## config.mk

```make
export PLATFORM = sky130hd
export DESIGN_NAME = mpors_sequencer
export DESIGN_NICKNAME = d
export VERILOG_FILES = /design/src/mpors_low_timer.v /design/src/mpors_sequencer.v
export VERILOG_INCLUDE_DIRS = /design/src /design/src/src
export SDC_FILE = /design/constraint.sdc
export NUM_CORES = 1
export LEC_CHECK = 0
export BUFFER_PORTS_ARGS = -buffer_cell sky130_fd_sc_hd__buf_4
export CAP_MARGIN = 20
export CORE_UTILIZATION = 50
export CTS_CLUSTER_SIZE = 10
export DETAILED_ROUTE_END_ITERATION = 8
export PLACE_DENSITY = 0.76
export SLEW_MARGIN = 0
export SYNTH_ARGS = -nofsm -noshare
export SYNTH_HDL_FRONTEND = slang
export SYNTH_HIERARCHICAL = 1
export SYNTH_SLANG_ARGS = --single-unit
export TNS_END_PERCENT = 100
```

## constraint.sdc

```tcl
create_clock -name sys_clk -period 5.28 [get_ports sys_clk]
set_clock_uncertainty 0.1 [all_clocks]
set_input_delay 0.264 -clock sys_clk [delete_from_list [all_inputs] [get_ports sys_clk]]
set_output_delay 0.264 -clock sys_clk [all_outputs]
set_load 0.02 [all_outputs]
```

## src/mpors_map.vh

```
// Timing constants and state codes for the module power-off and reset sequencer
`ifndef MPORS_MAP_VH
`define MPORS_MAP_VH
`define MPORS_CLK_HZ 125000000
`define MPORS_TICK_HZ 1000
`define MPORS_TICK_DIV (`MPORS_CLK_HZ / `MPORS_TICK_HZ)
`define MPORS_ON_PULSE_MS 100
`define MPORS_OFF_PULSE_MS 2500
`define MPORS_OFF_DONE_MS 22000
`define MPORS_CMD_OFF_DONE_MS 15000
`define MPORS_RST_PULSE_MS 1000
`define MPORS_RESTART_READY_MS 27000
`define MPORS_ST_OFF 3'h0
`define MPORS_ST_BOOT 3'h1
`define MPORS_ST_ON 3'h2
`define MPORS_ST_SHUTDOWN 3'h3
`define MPORS_ST_RESTART 3'h4
`endif

```

## src/mpors_low_timer.v

```verilog
// Counts milliseconds while an input stays low
`timescale 1ns/1ps
module mpors_low_timer #(
  parameter W = 16
) (
  input wire sys_clk,
  input wire sys_rst,
  input wire tick,
  input wire lowIn,
  output reg [W-1:0] lowMs_r
);
  always @(posedge sys_clk) begin
    if (sys_rst || lowIn) begin
      lowMs_r <= {W{1'b0}};
    end else if (tick && lowMs_r != {W{1'b1}}) begin
      lowMs_r <= lowMs_r + {{(W-1){1'b0}}, 1'b1};
    end
  end
endmodule // mpors_low_timer

```

## src/mpors_sequencer.v

```verilog
// Power-on, power-off, reset and card-presence sequencing inside the module
`timescale 1ns/1ps
`include "mpors_map.vh"
// What this block does
// - Pin-requested shutdown lasts at least 22 s before the module reports off.
// - Shutdown command finishes after at least 15 s.
// - After restart command, command port is ready no sooner than 27 s.
// - With detection enabled, low card input means present, high means absent.
// - Card input pulled up internally, so unconnected reads absent.
// - Power control is low-active, pulled up; short pulse on, long pulse off.
module mpors_sequencer #(
  parameter TICK_DIV = `MPORS_TICK_DIV,
  parameter ON_PULSE_MS = `MPORS_ON_PULSE_MS,
  parameter OFF_PULSE_MS = `MPORS_OFF_PULSE_MS,
  parameter OFF_DONE_MS = `MPORS_OFF_DONE_MS,
  parameter CMD_OFF_DONE_MS = `MPORS_CMD_OFF_DONE_MS,
  parameter RST_PULSE_MS = `MPORS_RST_PULSE_MS,
  parameter RESTART_READY_MS = `MPORS_RESTART_READY_MS,
  parameter BOOT_MS = `MPORS_RESTART_READY_MS
) (
  input wire sys_clk,
  input wire sys_rst,
  input wire powerCtrlIn,
  input wire resetReqIn,
  input wire card_presence_in,
  input wire shutdown_command,
  input wire restart_command,
  input wire card_detect_enable_command,
  input wire cardDetectArg,
  output reg moduleOn_r,
  output reg cmdPortReady_r,
  output reg cardPresent_r,
  output reg cardDetectEn_r,
  output wire powerCtrlPullUp,
  output wire cardPresencePullUp
);
  localparam ST_OFF = `MPORS_ST_OFF;
  localparam ST_BOOT = `MPORS_ST_BOOT;
  localparam ST_ON = `MPORS_ST_ON;
  localparam ST_SHUTDOWN = `MPORS_ST_SHUTDOWN;
  localparam ST_RESTART = `MPORS_ST_RESTART;

  // Sized copies of the millisecond limits; the wait timer keeps only 16 bits,
  // so limits must stay below 65536 ms or they wrap
  localparam [31:0] BOOT_LIM = BOOT_MS;
  localparam [31:0] OFF_LIM = OFF_DONE_MS;
  localparam [31:0] CMD_OFF_LIM = CMD_OFF_DONE_MS;
  localparam [31:0] RESTART_LIM = RESTART_READY_MS;

  // Saturating millisecond step shared by the reset and wait timers
  function [15:0] msStep;
    input [15:0] cnt;
    input en;
    begin
      if (en && cnt != 16'hFFFF) begin
        msStep = cnt + 16'h0001;
      end else begin
        msStep = cnt;
      end
    end
  endfunction

  // Pull-ups are always on: an open input reads high
  assign powerCtrlPullUp = 1'b1;
  assign cardPresencePullUp = 1'b1;

  // Two-stage synchronisers for the pins
  reg [1:0] pwrSync_r;
  reg [1:0] rstSync_r;
  reg [1:0] cardSync_r;
  always @(posedge sys_clk) begin
    if (sys_rst) begin
      pwrSync_r <= 2'h3;
      rstSync_r <= 2'h3;
      cardSync_r <= 2'h3;
    end else begin
      pwrSync_r <= {pwrSync_r[0], powerCtrlIn};
      rstSync_r <= {rstSync_r[0], resetReqIn};
      cardSync_r <= {cardSync_r[0], card_presence_in};
    end
  end
  wire pwrLvl = pwrSync_r[1];
  wire rstLvl = rstSync_r[1];

  // Millisecond tick; times here are seconds so a slow tick is plenty
  reg [16:0] divCnt_r;
  reg tick_r;
  always @(posedge sys_clk) begin
    if (sys_rst) begin
      divCnt_r <= 17'h00000;
      tick_r <= 1'b0;
    end else if (divCnt_r == TICK_DIV - 1) begin
      divCnt_r <= 17'h00000;
      tick_r <= 1'b1;
    end else begin
      divCnt_r <= divCnt_r + 17'h00001;
      tick_r <= 1'b0;
    end
  end

  wire [15:0] pwrLowMs;
  mpors_low_timer #(.W(16)) uPwrLow (
    .sys_clk(sys_clk),
    .sys_rst(sys_rst),
    .tick(tick_r),
    .lowIn(pwrLvl),
    .lowMs_r(pwrLowMs)
  );

  // Reset-request low time counted locally; reset is level plus duration
  reg [15:0] rstLowMs_r;
  always @(posedge sys_clk) begin
    if (sys_rst || rstLvl) begin
      rstLowMs_r <= 16'h0000;
    end else begin
      rstLowMs_r <= msStep(rstLowMs_r, tick_r);
    end
  end

  // Pulse classification acts on the release edge, so a long pulse is never
  // mistaken for a short one while it is still held
  reg pwrLvlD_r;
  reg [15:0] pwrHeldMs_r;
  always @(posedge sys_clk) begin
    if (sys_rst) begin
      pwrLvlD_r <= 1'b1;
      pwrHeldMs_r <= 16'h0000;
    end else begin
      pwrLvlD_r <= pwrLvl;
      pwrHeldMs_r <= pwrLowMs;
    end
  end
  wire pwrRelease = pwrLvl && !pwrLvlD_r;
  wire onPulse = pwrRelease && pwrHeldMs_r >= ON_PULSE_MS;
  // Pulses longer than the typical 3 s are still accepted as off requests
  wire offPulse = pwrRelease && pwrHeldMs_r >= OFF_PULSE_MS;
  wire rstHeld = !rstLvl && rstLowMs_r >= RST_PULSE_MS;

  reg [2:0] state_r;
  reg [2:0] state_nxt;
  reg [15:0] waitMs_r;
  reg [15:0] waitMs_nxt;
  reg [15:0] limitMs_r;
  reg [15:0] limitMs_nxt;

  always @* begin
    state_nxt = state_r;
    waitMs_nxt = waitMs_r;
    limitMs_nxt = limitMs_r;
    waitMs_nxt = msStep(waitMs_r, tick_r);
    case (state_r)
      ST_OFF: begin
        if (onPulse) begin
          state_nxt = ST_BOOT;
          waitMs_nxt = 16'h0000;
          limitMs_nxt = BOOT_LIM[15:0];
        end
      end
      ST_BOOT, ST_RESTART: begin
        if (waitMs_r >= limitMs_r) begin
          state_nxt = ST_ON;
        end
      end
      ST_ON: begin
        if (offPulse) begin
          state_nxt = ST_SHUTDOWN;
          waitMs_nxt = 16'h0000;
          limitMs_nxt = OFF_LIM[15:0];
        end else if (shutdown_command) begin
          state_nxt = ST_SHUTDOWN;
          waitMs_nxt = 16'h0000;
          limitMs_nxt = CMD_OFF_LIM[15:0];
        end else if (restart_command) begin
          state_nxt = ST_RESTART;
          waitMs_nxt = 16'h0000;
          limitMs_nxt = RESTART_LIM[15:0];
        end
      end
      ST_SHUTDOWN: begin
        // Supply must still be present here; the host holds it the full time
        if (waitMs_r >= limitMs_r) begin
          state_nxt = ST_OFF;
        end
      end
      default: begin
        state_nxt = ST_OFF;
      end
    endcase
    // A held reset restarts the system from any powered state except shutdown
    if (rstHeld && state_r != ST_OFF && state_r != ST_SHUTDOWN) begin
      state_nxt = ST_RESTART;
      waitMs_nxt = 16'h0000;
      limitMs_nxt = RESTART_LIM[15:0];
    end
  end

  always @(posedge sys_clk) begin
    if (sys_rst) begin
      state_r <= ST_OFF;
      waitMs_r <= 16'h0000;
      limitMs_r <= 16'h0000;
      moduleOn_r <= 1'b0;
      cmdPortReady_r <= 1'b0;
    end else begin
      state_r <= state_nxt;
      waitMs_r <= waitMs_nxt;
      limitMs_r <= limitMs_nxt;
      moduleOn_r <= (state_nxt != ST_OFF);
      cmdPortReady_r <= (state_nxt == ST_ON);
    end
  end

  // Card detection
  always @(posedge sys_clk) begin
    if (sys_rst) begin
      cardDetectEn_r <= 1'b0;
      cardPresent_r <= 1'b0;
    end else begin
      if (card_detect_enable_command) begin
        cardDetectEn_r <= cardDetectArg;
      end
      cardPresent_r <= cardDetectEn_r && !cardSync_r[1];
    end
  end
endmodule // mpors_sequencer

```

# == Yosys cells after proc, flatten, opt, wreduce, memory -nomap -nowiden ==
# Cells that the tools add are included.
# totals
out_inout_bits,6
inputBits,9
wordCells,85
reg_bits,112
# classes
n_eq_ne,14
magnitude_cmp,4
add_sub_neg,4
reduce_logical,25
mux,21
# op_table
operator,n
16-bit two-way mux,9
16-bit case mux with 2 select lines,2
"16-bit by 1-bit adder with 16-bit output, second input constant",3
"16-bit != test, second input constant",3
3-bit two-way mux,7
"17-bit by 1-bit adder with 17-bit output, second input constant",1
"17-bit equality test, second input constant",1
"16-bit by 10-bit >= comparator with 1-bit output, second input constant",1
"16-bit by 12-bit >= comparator with 1-bit output, second input constant",1
16-bit >= comparator,1
"16-bit by 7-bit >= comparator with 1-bit output, second input constant",1
15-bit two-way mux,1
3-bit case mux with 4 select lines,1
1-bit logical AND,10
"3-bit by 2-bit equality test with 1-bit output, second input constant",3
3-bit nonzero test,3
3-bit AND reduction,2
2-bit OR reduction,3
"5-bit != test, second input constant",1
"4-bit != test, second input constant",1
"3-bit by 1-bit equality test with 1-bit output, second input constant",1
"3-bit equality test, second input constant",1
1-bit logical NOT,3
3-bit logical NOT,1
other kinds (6),7

# == Depth between registers and ports, before layout ==
# depth
depth_word,7
ltp_mapped,8
ltp_nobuf,8

# == Hierarchy ==
# Netlist, hierarchy kept.
# by_module_without_submodules
module,n_inst,area_per_inst_um2,seq_area_each_um2,cells_per_inst
mpors_sequencer,1,3774.9,1681.6,415
mpors_low_timer,1,847.1,320.3,95

# == Least setup slack after synthesis ==
# Ideal clock, no wire load.
# synth_timing
path_type,register -> register
startpoint,register limitMs_r[13]
endpoint,register moduleOn_r
arrival_time_ns,1.909
n_path_buf,0
slack_ns,3.131
period_less_slack_ns,2.149
required_time_ns,5.040
path_stages_with_launch,9
setup_ns,0.140
cell_sequence,dfxtp_1 inv_1 ha_1 nand4b_1 nor2_1 a2111oi_1 nand2_1 a31oi_1 o211ai_1
# synth_between
elab_chain_len,5
elab_cells_between_ends,6
cone_classes,order compare: 1; mux: 4; reduce/logical: 1
# synth_rtl
element,line_no,text
from (decl),mpors_sequencer.v:143,reg [15:0] limitMs_r;
from (signal assigned),mpors_sequencer.v:207,limitMs_r <= limitMs_nxt;
16-bit >= comparator *,"mpors_sequencer.v:160, mpors_sequencer.v:181",
"3-bit two-way mux, on equally long branches","mpors_sequencer.v:181, mpors_sequencer.v:160",
3-bit case mux with 4 select lines *,mpors_sequencer.v:151,case (state_r)
3-bit two-way mux *,mpors_sequencer.v:190,if (rstHeld && state_r != ST_OFF && state_r != ST_SHUTDOWN) begin
3-bit nonzero test *,mpors_sequencer.v:208,moduleOn_r <= (state_nxt != ST_OFF);
to (signal assigned),mpors_sequencer.v:208,
to (decl),mpors_sequencer.v:30,"output reg moduleOn_r,"
# Mark *: on every way between the ends. The rest lies on a longest branch, timed or not.
# A chain may end at the register's enable or synchronous reset.

# == Worst setup path in the final report ==
# Ends and elaborated chain as after synthesis.

==> summary.txt <==
clk buf depth: 2
number of port buffers: 12
hold buffers post-CTS: 3
gr usage total: 0.1835
arrival time at the worst endpoint: 2670 ps
DRT antenna net count: 0
hold depth: 3
flops & latches, synth: 100
max frequency: 0.3940 GHz
CP Class: reg -> reg
Hold Crit Class: in -> reg
power per cell area: 250.2 nW/µm²
Cell Area, Placed: 4771 µm²
Clock power frac: 0.366
CP max FO: 5
Post-synth top flop: dfxtp_1
total grt overflow: 0
gpl congestion: 0.8278
post-cts sizing count: 0
dpl ws: 2766 ps
MaxCap Viol Count: 0
switching pwr: 0.2952 mW
Final Cycle Share: 0.4807
number of global-route vias before repair: 3,352
Cell variety after synth: 59
Post-Synthesis Cells: 510
first-pass GRT wire length: 14,630 µm
clock-pin slew on the worst setup and hold paths: 100 ps
Leak: 1.860 nW
Synth Area per Inst: 9.063 µm²
Multi-input gate area: 2487 µm²
initial antenna violation count: 0
chip width: 98.15 µm
crit-path cells: inv_1 > ha_1 > nand4b_1 > nor2_1 > a2111oi_1 > nand2_1 > a31oi_1 > o211ai_1
drt pass-1 iters: 6
DRC Markers: 0
CP max stage cell: a2111oi_1
final wirelength: 8324 µm
sequential element share of the synthesized area: 0.4331
VDD IR max: 0.0001727 V
register area: 2002 µm²
Post-synth EDFFs: 0
RSZ-0062 raised after global routing: no
H-tree depth: 3
final worst setup slack: 2742 ps
switching share of power: 0.2367
Seq pwr share: 0.610
max incr delay on CP: 730 ps
WL per Instance: 13.13 µm
n_diodes: 0
vias per cell: 5.562
Setup Viol. Count Final: 0
Int Power: 0.9520 mW
Slew Limit Headroom: 0.4444
Clock Root Buffer: clkbuf_8
CTS tree: done
# fillers: 805
Initial Util: 0.5223
TNS Setup: 0 ps
Num CTS Buffers: 9
Yosys warnings: 6
Die Ht: 98.15 µm
nets@finish: 548
CP Launch Type: flip-flop
Post-CTS Setup Inserts: 0
Cell Rows: 34
most frequent cells in the layout: dfxtp_1, nor2_1, xor2_1, nand2_1, nand3_1
DR vias: 3,526
I/O pin count: 15
WP data required: 5410 ps
post-DP HPWL: 5947 µm
min Tclk post-route: 2538 ps
status: complete, no violations
largest net degree at the start of global routing: 37
most common cell after layout, fill and taps aside: dfxtp_1
core area: 8848 µm²
ys async rst share: 0
Die Area: 9632 µm²
final hold viol count: 0
final std cell area, no fill: 4985 µm²
Util after Layout: 0.5633
slew at the pin closest to its max-slew limit: 831.3 ps
synthesized area: 4622 µm²
combinational share of power: 0.024
drt initial violations: 96
worst skew pair latency: 370 ps
Slew Viols, Final: 0
fraction of layout cells with a size suffix above 1: 0.09506
crit end category: flip-flop
area grow syn2layout: 7.851%
CTS Sinks: 100
cells on worst reg2reg path: 8
-- state kept, by name, summed over array words and instances (netlist names), 2 cells and up --
register / count
divCnt_r: 17
rstLowMs_r: 16
uPwrLow/lowMs_r: 16
waitMs_r: 16
pwrHeldMs_r: 14
limitMs_r: 6
state_r: 3
cardSync_r: 2
pwrSync_r: 2
rstSync_r: 2
-- synthesized netlist by cell type (5+ instances only) --
cell	n	area, µm²
nor2_1	71	266.5
nor2b_1	17	106.4
a211oi_1	5	37.54
a21oi_1	22	110.1
clkbuf_1	9	33.78
nand2_1	29	108.9
or2_2	10	62.56
nand3_1	26	130.1
and3_1	14	87.58
or3_1	6	37.54
ha_1	18	225.2
inv_1	15	56.30
nand4_1	19	118.9
and2_1	7	43.79
xnor2_1	13	113.9
xor2_1	36	315.3
o21ai_0	9	45.04
a31oi_1	6	37.54
dfxtp_1	100	2002
and4_1	8	70.07
-- path summary, 6_finish.rpt --
path	startpoint	endpoint	slack, ps
worst max-delay path	limitMs_r[13]	moduleOn_r	2740
worst min-delay path	cardDetectArg	cardDetectEn_r	40
worst max register to register	limitMs_r[13]	moduleOn_r	2740
worst min register to register	cardSync_r[1]	cardPresent_r	310
-- cell type report --
cell class                      count  share of cell area
Clock buffer                       10             0.02560
Clock inverter                      6             0.01130
Inverter                           15             0.01130
Multi-Input combinational cell    380              0.4990
Sequential cell                   100              0.4016
Tap cell                          108             0.02711
Timing Repair Buffer               15             0.02410
-- metrics by stage --
stage / power [mW] / hold slack [ps] / std cells
2_1_floorplan: 0.7993 / 267.8 / 511
3_3_place_gp: 0.8061 / 294.2 / 615
3_5_place_dp: 0.8071 / 294.0 / 615
4_1_cts: 1.265 / 17.17 / 634
5_1_grt: 1.296 / 38.05 / 634
6_report: 1.247 / 37.12 / 634
-- worst max-delay path, delay by kind of cell, from the launching register on --
family,cells,cell delay [ps]
buf+inv,1,80
compound gates,3,1210
fa+ha+maj,1,300
flops,1,340
simple gates,3,370
-- layer usage --
layer  vias to the layer above  routed length (µm)  global-route usage
met5                         -                   0                   0
met4                         0                  93             0.06659
met3                        10                 223             0.03722
met2                        49                4057              0.3109
met1                      1652                3950              0.2316
li1                       1815                   -                   -
-- power groups by stage --
stage                     registers (mW)  clock network, mW  logic, mW
after detailed placement           0.779                  0     0.0284
final                              0.761              0.456     0.0300
after CTS                          0.761              0.473     0.0304
after global routing               0.762              0.501     0.0331
after global placement             0.779                  0     0.0275
after floorplan                    0.779                  0     0.0207
-- cell families (layout without fill, tap and decap cells) --
| family | Yosys count | after routing | synth area share |
|---|---|---|---|
| AND/OR/NAND/NOR | 236 | 236 | 0.2791 |
| flip-flops | 100 | 100 | 0.4331 |
| AO/OA/AOI/OAI | 74 | 74 | 0.1137 |
| XOR/XNOR | 49 | 49 | 0.09285 |
| buffers and inverters | 31 | 46 | 0.02950 |
| adder cells (fa/ha/maj) | 18 | 18 | 0.04873 |
| other | 1 | 2 | 0.0008113 |
| multiplexers | 1 | 1 | 0.002166 |
No activity file was read; power rests on OpenSTA's default activity.
